`src/comparator_control_pkg.sv`:
```
// Constants for the comparator control and output latch block.
// Assumes a 32-bit AXI4-Lite register bus with one register per aligned word.
package comparator_control_pkg;
   localparam int num_comparators = 4;
   localparam int num_latched = 3;
   localparam logic [3:0] addr_enable_hysteresis = 4'h0;
   localparam logic [3:0] addr_latch_input_select = 4'h4;
   localparam int hyst_lsb = 4;
   localparam int on_lsb = 0;
   localparam int switch_bit = 1;
   localparam int src_ch1_lsb = 2;
   localparam logic [7:0] reset_enable_hysteresis = 8'hf0;
   localparam logic [7:0] reset_latch_input_select = 8'h00;
   localparam logic [7:0] mask_latch_input_select = 8'hfe;
   localparam logic [1:0] src_direct = 2'h0;
   localparam logic [1:0] src_pwm = 2'h1;
   localparam logic [1:0] src_high_gates = 2'h2;
   localparam logic [1:0] src_low_gates = 2'h3;
   localparam logic [1:0] resp_okay = 2'h0;
   localparam logic [1:0] resp_slverr = 2'h2;
endpackage : comparator_control_pkg

```
`src/comparator_output_latch.sv`:
```
// One comparator output latch with its source selection.
// Assumes comparator, PWM and gate inputs are already synchronised to aclk.
module comparator_output_latch (
   // Clock and reset
   input wire logic aclk,
   input wire logic aresetn,
   // Controls
   input wire logic [1:0] latch_source,
   input wire logic pwm_out,
   input wire logic high_gates_or,
   input wire logic low_gates_or,
   // Data
   input wire logic comp_in,
   output logic comp_out
);
   typedef struct packed {
      logic held;
   } latch_state_t;

   latch_state_t state;
   latch_state_t next_state;
   logic gate;

   always_comb begin
      case (latch_source)
         comparator_control_pkg::src_pwm: gate = pwm_out;
         comparator_control_pkg::src_high_gates: gate = high_gates_or;
         comparator_control_pkg::src_low_gates: gate = low_gates_or;
         default: gate = 1'b1;
      endcase
   end

   // Transparent while the gate is high, holds while low
   always_comb begin
      next_state = state;
      if (gate) begin
         next_state.held = comp_in;
      end
      comp_out = (latch_source == comparator_control_pkg::src_direct) ? comp_in :
                 (gate ? comp_in : state.held);
   end

   always_ff @(posedge aclk) begin
      if (!aresetn) begin
         state <= '0;
      end else begin
         state <= next_state;
      end
   end
endmodule : comparator_output_latch

```
`src/comparator_control_latch.sv`:
```
// Comparator enable, hysteresis, negative input routing and output latch control.
// Assumes an AXI4-Lite master on aclk; comparator and gate inputs come from other domains.
//
// The AXI4-Lite interface to the registers and the register addresses were chosen for this implementation.

module comparator_control_latch #(
   parameter int num_comparators = 4
) (
   // Clock and reset
   input wire logic aclk,
   input wire logic aresetn,
   // AXI4-Lite write address
   input wire logic [3:0] s_axi_awaddr,
   input wire logic s_axi_awvalid,
   output logic s_axi_awready,
   // AXI4-Lite write data
   input wire logic [31:0] s_axi_wdata,
   input wire logic [3:0] s_axi_wstrb,
   input wire logic s_axi_wvalid,
   output logic s_axi_wready,
   // AXI4-Lite write response
   output logic [1:0] s_axi_bresp,
   output logic s_axi_bvalid,
   input wire logic s_axi_bready,
   // AXI4-Lite read address
   input wire logic [3:0] s_axi_araddr,
   input wire logic s_axi_arvalid,
   output logic s_axi_arready,
   // AXI4-Lite read data
   output logic [31:0] s_axi_rdata,
   output logic [1:0] s_axi_rresp,
   output logic s_axi_rvalid,
   input wire logic s_axi_rready,
   // Raw comparator outputs from the analog cores
   input wire logic [3:0] comparator_raw,
   // PWM and gate signals
   input wire logic pwm_out_ch0,
   input wire logic pwm_out_ch1,
   input wire logic pwm_out_ch2,
   input wire logic phase_a_high_gate,
   input wire logic phase_b_high_gate,
   input wire logic phase_c_high_gate,
   input wire logic phase_a_low_gate,
   input wire logic phase_b_low_gate,
   input wire logic phase_c_low_gate,
   // Analog controls
   output logic [3:0] comparator_on,
   output logic [3:0] hysteresis_enable,
   output logic [3:0] pull_high_disconnect,
   output logic [2:0] negative_pin_select_own,
   output logic shared_negative_pin_select,
   // Conditioned comparator outputs
   output logic [3:0] comparator_out
);
   typedef struct packed {
      logic [1:0][3:0] sync_raw;
      logic [1:0][8:0] sync_gates;
      logic [7:0] comparator_enable_hysteresis;
      logic [7:0] comparator_latch_input_select;
      logic aw_held;
      logic [3:0] aw_addr;
      logic w_held;
      logic [31:0] w_data;
      logic [3:0] w_strb;
      logic bvalid;
      logic [1:0] bresp;
      logic rvalid;
      logic [31:0] rdata;
      logic [1:0] rresp;
      logic [3:0] comp_on;
      logic [3:0] hyst;
      logic [3:0] pull_off;
      logic [2:0] neg_own;
      logic neg_shared;
      logic [3:0] comp_out;
   } ctrl_state_t;

   ctrl_state_t state;
   ctrl_state_t next_state;
   logic [2:0] latched_out;
   logic high_or;
   logic low_or;
   logic [2:0] pwm_sync;

   function automatic logic addr_is_mapped(input logic [3:0] addr);
      addr_is_mapped = (addr == comparator_control_pkg::addr_enable_hysteresis) ||
                       (addr == comparator_control_pkg::addr_latch_input_select);
   endfunction : addr_is_mapped

   function automatic logic [7:0] merge_byte(input logic [7:0] old, input logic [31:0] data,
                                             input logic [3:0] strb);
      merge_byte = strb[0] ? data[7:0] : old;
   endfunction : merge_byte

   assign high_or = state.sync_gates[1][3] | state.sync_gates[1][4] | state.sync_gates[1][5];
   assign low_or = state.sync_gates[1][6] | state.sync_gates[1][7] | state.sync_gates[1][8];
   assign pwm_sync = state.sync_gates[1][2:0];

   // Latches for channels 1 to 3; channel 0 passes directly
   genvar ch;
   generate
      for (ch = 1; ch <= comparator_control_pkg::num_latched; ch++) begin : g_latch
         comparator_output_latch u_latch (
            .aclk(aclk),
            .aresetn(aresetn),
            .latch_source(state.comparator_latch_input_select[comparator_control_pkg::src_ch1_lsb
                          + 2 * (ch - 1) +: 2]),
            .pwm_out(pwm_sync[ch - 1]),
            .high_gates_or(high_or),
            .low_gates_or(low_or),
            .comp_in(state.sync_raw[1][ch]),
            .comp_out(latched_out[ch - 1])
         );
      end
   endgenerate

   always_comb begin
      logic [7:0] cfg;
      logic do_write;
      cfg = 8'h00;
      do_write = 1'b0;
      next_state = state;
      next_state.sync_raw[0] = comparator_raw;
      next_state.sync_raw[1] = state.sync_raw[0];
      next_state.sync_gates[0] = {phase_c_low_gate, phase_b_low_gate, phase_a_low_gate,
                                  phase_c_high_gate, phase_b_high_gate, phase_a_high_gate,
                                  pwm_out_ch2, pwm_out_ch1, pwm_out_ch0};
      next_state.sync_gates[1] = state.sync_gates[0];

      // Write channel: address and data accepted in either order
      if (s_axi_awvalid && !state.aw_held) begin
         next_state.aw_held = 1'b1;
         next_state.aw_addr = s_axi_awaddr;
      end
      if (s_axi_wvalid && !state.w_held) begin
         next_state.w_held = 1'b1;
         next_state.w_data = s_axi_wdata;
         next_state.w_strb = s_axi_wstrb;
      end
      if (state.aw_held && state.w_held && !state.bvalid) begin
         do_write = 1'b1;
         next_state.aw_held = 1'b0;
         next_state.w_held = 1'b0;
         next_state.bvalid = 1'b1;
         next_state.bresp = addr_is_mapped(state.aw_addr) ? comparator_control_pkg::resp_okay :
                            comparator_control_pkg::resp_slverr;
      end
      if (state.bvalid && s_axi_bready) begin
         next_state.bvalid = 1'b0;
      end
      if (do_write) begin
         if (state.aw_addr == comparator_control_pkg::addr_enable_hysteresis) begin
            next_state.comparator_enable_hysteresis = merge_byte(state.comparator_enable_hysteresis,
                                                                 state.w_data, state.w_strb);
         end
         if (state.aw_addr == comparator_control_pkg::addr_latch_input_select) begin
            next_state.comparator_latch_input_select = merge_byte(state.comparator_latch_input_select,
                                                                  state.w_data, state.w_strb)
                                                       & comparator_control_pkg::mask_latch_input_select;
         end
      end

      // Read channel
      if (s_axi_arvalid && !state.rvalid) begin
         next_state.rvalid = 1'b1;
         next_state.rresp = comparator_control_pkg::resp_okay;
         if (s_axi_araddr == comparator_control_pkg::addr_enable_hysteresis) begin
            next_state.rdata = {24'h00_0000, state.comparator_enable_hysteresis};
         end else if (s_axi_araddr == comparator_control_pkg::addr_latch_input_select) begin
            next_state.rdata = {24'h00_0000, state.comparator_latch_input_select};
         end else begin
            next_state.rdata = 32'h0000_0000;
            next_state.rresp = comparator_control_pkg::resp_slverr;
         end
      end else if (state.rvalid && s_axi_rready) begin
         next_state.rvalid = 1'b0;
      end

      // Analog controls follow the registers
      cfg = state.comparator_enable_hysteresis;
      next_state.comp_on = cfg[comparator_control_pkg::on_lsb +: 4];
      next_state.hyst = cfg[comparator_control_pkg::hyst_lsb +: 4];
      next_state.pull_off = cfg[comparator_control_pkg::on_lsb +: 4];
      next_state.neg_shared = state.comparator_latch_input_select[comparator_control_pkg::switch_bit];
      next_state.neg_own = {3{~state.comparator_latch_input_select[comparator_control_pkg::switch_bit]}};

      // Outputs of switched-off comparators read low
      next_state.comp_out = {latched_out, state.sync_raw[1][0]} & state.comp_on;
   end

   always_ff @(posedge aclk) begin
      if (!aresetn) begin
         state <= '0;
         state.comparator_enable_hysteresis <= comparator_control_pkg::reset_enable_hysteresis;
         state.comparator_latch_input_select <= comparator_control_pkg::reset_latch_input_select;
         state.hyst <= 4'hf;
         state.neg_own <= 3'h7;
      end else begin
         state <= next_state;
      end
   end

   assign s_axi_awready = !state.aw_held;
   assign s_axi_wready = !state.w_held;
   assign s_axi_bvalid = state.bvalid;
   assign s_axi_bresp = state.bresp;
   assign s_axi_arready = !state.rvalid;
   assign s_axi_rvalid = state.rvalid;
   assign s_axi_rdata = state.rdata;
   assign s_axi_rresp = state.rresp;
   assign comparator_on = state.comp_on;
   assign hysteresis_enable = state.hyst;
   assign pull_high_disconnect = state.pull_off;
   assign negative_pin_select_own = state.neg_own;
   assign shared_negative_pin_select = state.neg_shared;
   assign comparator_out = state.comp_out;
endmodule : comparator_control_latch

```
`config.mk`:
```
export PLATFORM = sky130hd
export DESIGN_NAME = comparator_control_latch
export DESIGN_NICKNAME = d
export VERILOG_FILES = /design/src/comparator_control_pkg.sv /design/src/comparator_output_latch.sv /design/src/comparator_control_latch.sv
export SDC_FILE = /design/constraint.sdc
export NUM_CORES = 1
export LEC_CHECK = 0
export BUFFER_PORTS_ARGS = -buffer_cell sky130_fd_sc_hd__clkbuf_2
export CORE_MARGIN = 5
export CORE_UTILIZATION = 29
export CTS_BUF_LIST = sky130_fd_sc_hd__clkbuf_8
export CTS_CLUSTER_DIAMETER = 40
export DETAILED_ROUTE_END_ITERATION = 6
export PLACE_DENSITY = 0.52
export SYNTH_ARGS = -nofsm -noshare
export SYNTH_HDL_FRONTEND = slang
export SYNTH_SLANG_ARGS = --single-unit
```
`constraint.sdc`:
```
create_clock -name aclk -period 1.9 [get_ports aclk]
set_clock_uncertainty 0.2 [all_clocks]
set_input_delay 0.285 -clock aclk [delete_from_list [all_inputs] [get_ports aclk]]
set_output_delay 0.285 -clock aclk [all_outputs]
set_load 0.01 [all_outputs]
```
# == Word level (Yosys, flattened, before mapping) ==
# Cells that the tools add are included.
# op_classes
eq_ne,11
muxes,17
bitwise_logic,7
n_reduce_logical,22
# op_table
op,count
8-bit 2-to-1 mux,2
"2-bit == test, second input constant",6
1-bit 2-to-1 mux,9
1-bit case mux with 3 select lines,3
"4-bit by 3-bit == test with 1-bit output, second input constant",2
4-bit logical NOT,2
1-bit logical AND,7
"2-bit by 1-bit == test with 1-bit output, second input constant",3
2-bit logical NOT,3
2-bit 2-to-1 mux,3
3-bit AND reduction,2
4-bit AND,1
1-bit logical NOT,4
1-bit OR,4
2-bit OR reduction,2
1-bit NOT,2
2-bit nonzero test,1
1-bit logical OR,1
# totals
regBits,111
wordCells,81

# == Longest topological paths before layout ==
# Gate-level depths: netlist of run 1.
# depth
depth_word,6
ltp_mapped,6
ltp_nobuf,4

# == Hierarchy ==
# From an unflattened synthesis of run 1, not the netlist that was laid out.
# hier_totals
hier_cells,350
hier_area_um2,3460.8
# by_module_without_submodules
mod,instances,cells_each,area_per_inst_um2,seq_area_each_um2
comparator_control_latch,1,320,3194.3,1641.6
comparator_output_latch,3,10,88.8,20.0

# == Least setup slack after synthesis of run 1 ==
# No wires, ideal clock.
# synth_timing
path_kind,reg2reg
startpoint,register state (netlist bit s_axi_bvalid)
endpoint,register state (netlist bit next_state[14])
arrival_ns,1.143
t_required_ns,1.582
setup_slack_ns,0.439
path_stages_with_launch,7
synth_period_minus_slack_ns,1.461
cell_sequence,dfxtp_1 > and3b_1 > buf_6 > nand4b_4 > buf_6 > mux2i_1 > nand2_1
# synth_between
elab_chain_cells,4
# synth_lines
item,line,source
"start, declared",comparator_control_latch.sv:78,ctrl_state_t state;
"start signal, assigned",comparator_control_latch.sv:199,state <= next_state;
1-bit logical NOT,comparator_control_latch.sv:140,if (state.aw_held && state.w_held && !state.bvalid) begin
1-bit logical AND,comparator_control_latch.sv:140,
1-bit 2-to-1 mux,comparator_control_latch.sv:140,
3-bit AND reduction (no source line),-,
# No other way between the ends.
# A chain may end at the register's enable or synchronous reset.

# == Final worst setup path of run 1 ==
# layout_timing
startpoint,register state[99] (netlist bit)
endpoint,register state (netlist bit next_state[14])
# layout_between
elab_chain_cells,4
# layout_lines
item,line
1-bit logical AND (2 in a row),comparator_control_latch.sv:140
1-bit 2-to-1 mux,comparator_control_latch.sv:140
3-bit AND reduction (no source line),-
# No other way between the ends.

==> results of run 1 <==
## worst max-delay path, stage by stage, from the launching register on
cell and delay (ns):
dfxtp_1 0.37, and3b_1 0.39, nand4b_4 0.30, mux2i_1 0.23
nand2_1 0.07
## synthesized netlist by cell type, types with 2 or more instances
master,n
dfxtp_1,85
nand2_1,43
a211oi_2,2
nand3_1,10
nand2b_1,6
and2_1,31
o21ai_0,14
nor2b_1,15
mux2i_1,21
inv_1,4
nor3b_2,2
buf_2,6
nor3_1,8
buf_6,3
nor2_1,5
and3_1,3
a21oi_1,9
a21boi_0,9
buf_4,56
clkbuf_1,9
## worst max path at each step
stage / end / slack (ns) / cells past startpoint
floorplan: next_state[14]$_SDFFE_PN1P_ / 0.44 / 6
global placement: next_state[15]$_SDFFE_PN1P_ / 0.29 / 4
finish: next_state[14]$_SDFFE_PN1P_ / 0.24 / 4
global route: next_state[15]$_SDFFE_PN1P_ / 0.06 / 4
CTS: next_state[14]$_SDFFE_PN1P_ / 0.22 / 4
detailed placement: next_state[14]$_SDFFE_PN1P_ / 0.24 / 4
## cell usage in the layout (no fill, tap or decap), types with 2 or more instances in the layout
cell | Yosys | final
conb_1 | 1 | 26
clkbuf_2 | 0 | 71
nand2_1 | 43 | 43
dlygate4sd3_1 | 0 | 30
nor2_1 | 5 | 5
inv_1 | 4 | 4
nand2b_1 | 6 | 6
nor2b_1 | 15 | 15
a211oi_2 | 2 | 2
clkinvlp_4 | 0 | 2
and3_1 | 3 | 3
a21oi_1 | 9 | 9
bufinv_16 | 0 | 2
nor3_1 | 8 | 8
mux2i_1 | 21 | 21
nor3b_2 | 2 | 2
and2_1 | 31 | 31
clkbuf_8 | 0 | 9
nand3_1 | 10 | 10
buf_4 | 56 | 4
o21ai_0 | 14 | 14
a21boi_0 | 9 | 9
dfxtp_1 | 85 | 85
## cell type report
class	count	area, µm²	area share [%]
Inverter	4	15.0	0.363
Tap cell	143	179	4.32
Sequential cell	85	1700	41.1
Clock inverter	7	97.6	2.36
Timing Repair Buffer	106	706	17.0
Clock buffer	9	124	2.99
Multi-Input combinational cell	217	1320	31.8
## kinds of logic (layout without fill, tap and decap cells)
family | after synthesis | in the layout
AO/OA/AOI/OAI | 37 | 37
buffers and inverters | 78 | 126
flip-flops | 85 | 85
multiplexers | 21 | 21
other | 1 | 26
AND/OR/NAND/NOR | 133 | 133
## routing by layer
metal | up-vias | share of wire [%] | global-route usage (%)
met2 | 69 | 45 | 15.5
met3 | 9 | 6.5 | 3.74
met5 | - | 0 | 0
met4 | 0 | 1.6 | 3.48
met1 | 1036 | 46 | 11.8
li1 | 1207 | - | -
## flip-flops by register name (all words and copies together) (netlist names)
name / flops
pwm_sync: 3
state: 31
s_axi_bvalid: 1
pull_high_disconnect: 4
s_axi_bresp: 1
g_latch.u_latch.state: 3
next_state: 22
s_axi_rresp: 1
negative_pin_select_own: 1
hysteresis_enable: 4
comparator_out: 4
shared_negative_pin_select: 1
s_axi_rvalid: 1
s_axi_rdata: 8
## power breakdown
part,internal (mW),switching [mW]
clock,0.744,0.642
combinational,0.145,0.148
sequential,1.84,0.0281
## stage by stage
step,setup WS [ns],instance area [µm²]
finish,0.244,4140
global route,0.0626,4140
CTS,0.225,4140
detailed placement,0.242,3620
global placement,0.287,3620
floorplan,0.439,3550
==> results.cfg, run 1 <==
[power_and_ir_drop]
p_per_area_nw_per_um2 = 856
p_leak_nw = 1.83
peakVddDrop_mv = 0.673
power_mw = 3.54

[worst_setup_path]
path_class = register to register
critPathLaunchType = register
crit-reg2reg-launch = state[99]$_SDFFE_PP0P_
end_kind = register
crit_fanout = 12
rrSetupSlack_ns = 0.24
crit_arrival_ns = 1.71
cp-startpoint = state[99]$_SDFFE_PP0P_
r2r_end = next_state[14]$_SDFFE_PN1P_
cp.required_ns = 1.95
rr_worst_depth = 4

[sta]
rsz0062_at_grt = false
slew_violations = 0
setup_viol = 0
period_minus_slack_ns = 1.66
final-hold-violation-count = 0
worst_hold_slack_ns = 0.0442
fin_crit_sh_pct = 87.2
max_freq_mhz = 604
finalSetupTns_ns = 0

[floorplan]
die_h_um = 119
core-area_um2 = 11600
io-pin-count = 125
die_w_um = 119
start_util_pct = 29.9
die_area_um2 = 14200
num_rows = 39

[placement]
io_buffers = 71
gp_congestion = 0.715
placed_cells = 525
hpwlAfterDp_um = 4770

[cts]
cts_tree = built
post_cts_resized = 0
hold_buffers = 30
clk_latency_ns = 0.35
numCtsBuffers = 9
cts.root.buffer_cell = clkbuf_8
cts_buffer_depth = 2
clk_pin_slew_ns = 0.09
clock_sinks = 85
ctsHtreeMaxLevel = 3
post_cts_buffers = 0

[synthesis]
synth_xor_area_share_pct = 0
ys.flop_type = dfxtp_1
synth.mux.area_fraction_pct = 6.08
syn_avg_cell_area_um2 = 9.74
synth_top_area_share_pct = 49.2
synth_area_leaders = dfxtp_1 49%, buf_4 12%, mux2i_1 6.1%
synthArstFlopShare_pct = 0
synth_cell_types = 34
synthAdderAreaFrac_pct = 0
ys_warn_count = 0
syn_inst = 355
syn-cell-area_um2 = 3460
synth_top_family_by_area = simple AND/OR/NAND/NOR gates
synth_top_area_cell = dfxtp_1
synth_seq_cells = 85
synth-simple-area-share_pct = 22.4
synth_compound_gate_area_share_pct = 6.77
synth_edf_count = 0
seq_area_frac_synth_pct = 49.2

[grt]
gr-total-overflow = 0
gr-usage-all-layers_pct = 9.68
grt_pass1_wl_um = 10900
grt_max_degree = 24
antenna_found_initial = 0
grt_pass1_vias = 2264

[routing]
ant_nets = 0
vias = 2321
drtIter0Drc = 102
drt-wirelength-per-cell_um = 11.5
wl_um = 6550
drcViolationCount = 0
drt-pass1-iter-count = 4
drt-vias-per-instance = 4.06

[cells_and_area]
drive_gt1_share_pct = 23.8
area_growth_pct = 19.7
fin_util_pct = 35.8
fin_nets = 487
fillers = 1215
instances_no_fill = 571
antennaDiodeCount = 0

[worst_hold_path]
holdPathStages = 3
min_path_type = primary input to register
worstHoldEndpoint = s_axi_bvalid$_SDFFE_PP0P_
min_from = s_axi_bready

[status]
status = finished clean

[flow_run]
cap_viol_max_count = 0
Power figures use the tool's default switching activity.
==> run 2, diff against run 1 <==
CAP_MARGIN = 25   (was unset)
PLACE_DENSITY = 0.51   (was 0.52)
SYNTH_HIERARCHICAL = 1   (was unset)
==> run 2 against run 1 <==
Net effect: total power rose by 2.0%; setup slack got worse by 0.063 ns; synthesized area hardly changed; via count rose by 0.13%; clock power about the same; sequential cell count did not move; final cell count up 0.53%; non-clock buffer count rose by 2; wire length grew 2.3%.
==> results.cfg, run 2 <==
[status]
status = finished clean

[cts]
post_cts_buffers = 0
clk_pin_slew_ns = 0.09
clock_sinks = 85
cts_tree = built
cts.root.buffer_cell = clkbuf_8
clk_latency_ns = 0.34
cts_buffer_depth = 2
numCtsBuffers = 9
ctsHtreeMaxLevel = 3

[cells_and_area]
area_growth_pct = 20.4
largest_reg_flops = 31
multi_input_area_um2 = 1320
final_cell_mix = 85 x dfxtp_1, 71 x clkbuf_2, 47 x nand2_1
fin_nets = 486
fillers = 1236
final_area_um2 = 4170
register_area_um2 = 1700
drive_gt1_share_pct = 24.8
layout_commonest_cell = dfxtp_1
antennaDiodeCount = 0
regMostFlops = state

[power_and_ir_drop]
power_mw = 3.61
p_leak_nw = 1.89
p_per_area_nw_per_um2 = 867
peakVddDrop_mv = 0.357

[synthesis]
seq_area_frac_synth_pct = 49.2
synth_top_area_cell = dfxtp_1
synth_cell_types = 36
synth_area_leaders = dfxtp_1 49%, buf_4 12%, mux2i_1 7.2%
synth_top_area_share_pct = 49.2
syn-cell-area_um2 = 3460
ys_warn_count = 6
syn_avg_cell_area_um2 = 9.89
ys.flop_type = dfxtp_1
synth_seq_cells = 85
yosysMostFrequentCell = dfxtp_1
synthArstFlopShare_pct = 0
synth_edf_count = 0
synthTopCellsByCount = 85 x dfxtp_1, 55 x buf_4, 47 x nand2_1, 26 x and2_1, 25 x mux2i_1
syn_inst = 350

[placement]
io_buffers = 71
placed_area_um2 = 3650
gp_congestion = 0.683
hpwlAfterDp_um = 5010

[worst_setup_path]
end_kind = register
crit_arrival_ns = 1.76
path_class = register to register
slowest_delay_ns = 0.43
path_delay_family = simple AND/OR/NAND/NOR gates
cp-startpoint = state[132]$_SDFF_PN0_
crit_buf_inv = 0
crit-reg2reg-launch = state[132]$_SDFF_PN0_
crit_chain = or3_1 -> mux2i_1 -> o221a_2 -> nand2_1 -> and3_1
slowest_stage = or3_1
critPathLaunchType = register
crit_fanout = 3
cp.required_ns = 1.94

[sta]
finalSetupTns_ns = 0
slew_violations = 0
max_freq_mhz = 581
period_minus_slack_ns = 1.72
rsz0062_at_grt = false
setup_viol = 0
fin_crit_sh_pct = 90.5
final-hold-violation-count = 0

[routing]
drt-wirelength-per-cell_um = 11.7
drt-vias-per-instance = 4.05
drt-pass1-iter-count = 4
drcViolationCount = 0
wl_um = 6700
drtIter0Drc = 82
ant_nets = 0
vias = 2324

[floorplan]
num_rows = 40
start_util_pct = 29.2
core-area_um2 = 11900
die_area_um2 = 14200
die_w_um = 119
die_h_um = 119
io-pin-count = 125

[grt]
grt_pass1_vias = 2286
gr-usage-all-layers_pct = 9.77
gr-total-overflow = 0
antenna_found_initial = 0
grt_pass1_wl_um = 11200
grt_max_degree = 30

[worst_hold_path]
min_path_type = primary input to register
min_from = s_axi_wvalid

[flow_run]
cap_viol_max_count = 0
## run 2: cell count changes in the layout (fill, tap and decap cells not counted), moves of 4 or more
cell      before  now
nor3_1         8    2
mux2i_1       21   25
buf_4          4    8
nor2_1         5    9
nand2b_1       6   13
and2_1        31   26
nand2_1       43   47
a211oi_1       0    7
a21oi_1        9    0
nand3_1       10    3
mux2_4         0    4
nor2b_1       15    9
inv_1          4    9
o21ai_0       14    2
## run 2: layout make-up
type | instances | share of cell area (%)
Inverter | 8 | 0.721
Clock buffer | 9 | 2.97
Timing Repair Buffer | 108 | 16.9
Clock inverter | 7 | 2.37
Multi-Input combinational cell | 210 | 31.7
Tap cell | 147 | 4.41
Sequential cell | 85 | 40.8
## run 2: path summary, 6_finish.rpt
path              slack (ns)  cells after the start                            to
setup / recovery        0.18                      5  comparator_out[1]$_SDFF_PN0_
hold / removal          0.02                      3        state[94]$_SDFFE_PP0P_
setup reg to reg        0.18                      5  comparator_out[1]$_SDFF_PN0_
hold reg to reg         0.24                      1        pwm_sync[2]$_SDFF_PN0_
## run 2: per-stage QoR
stage	hold WS (ns)	util [%]	setup WS, ns	cells
5_1_grt	0.0200	35.1	0.0528	574
4_1_cts	0.0150	35.1	0.140	574
3_3_place_gp	0.220	30.8	0.191	529
2_1_floorplan	0.179	-	0.298	375
3_5_place_dp	0.219	30.8	0.156	529
6_report	0.0211	35.1	0.180	574
## run 2: kinds of logic (layout without fill, tap and decap cells)
kind of cell	count (synthesis)	count (layout)	share of synthesized area [%]
simple gates	125	125	19.3
flops	85	85	49.2
buf+inv	80	132	15.3
compound gates	30	30	7.16
mux	29	29	8.97
other cells	1	26	0.108
## run 2: power by group
part	switching, mW	total, mW	internal, mW
clock	0.671	1.42	0.750
sequential	0.0321	1.88	1.84
combinational	0.155	0.315	0.160
## run 2: repair_timing
item,CTS,global route
gates resized for setup,0,0
endpoints found under the setup margin,0,0
hold buffers,29,0
hold endpoints to repair,28,0
## run 2: worst reg2reg max path: cells and delay by family (launching register included)
kind	cells	cell delay, ns
AOI/OAI and AO/OA	1	0.24
DFF	1	0.31
muxes	1	0.21
and+or+nand+nor	3	0.66
## run 2: metal layers
metal / share of wire [%] / global-route usage (%)
met3: 5.2 / 3.37
met4: 1.4 / 3.48
met1: 45 / 11.4
met5: 0 / 0
met2: 49 / 16.6
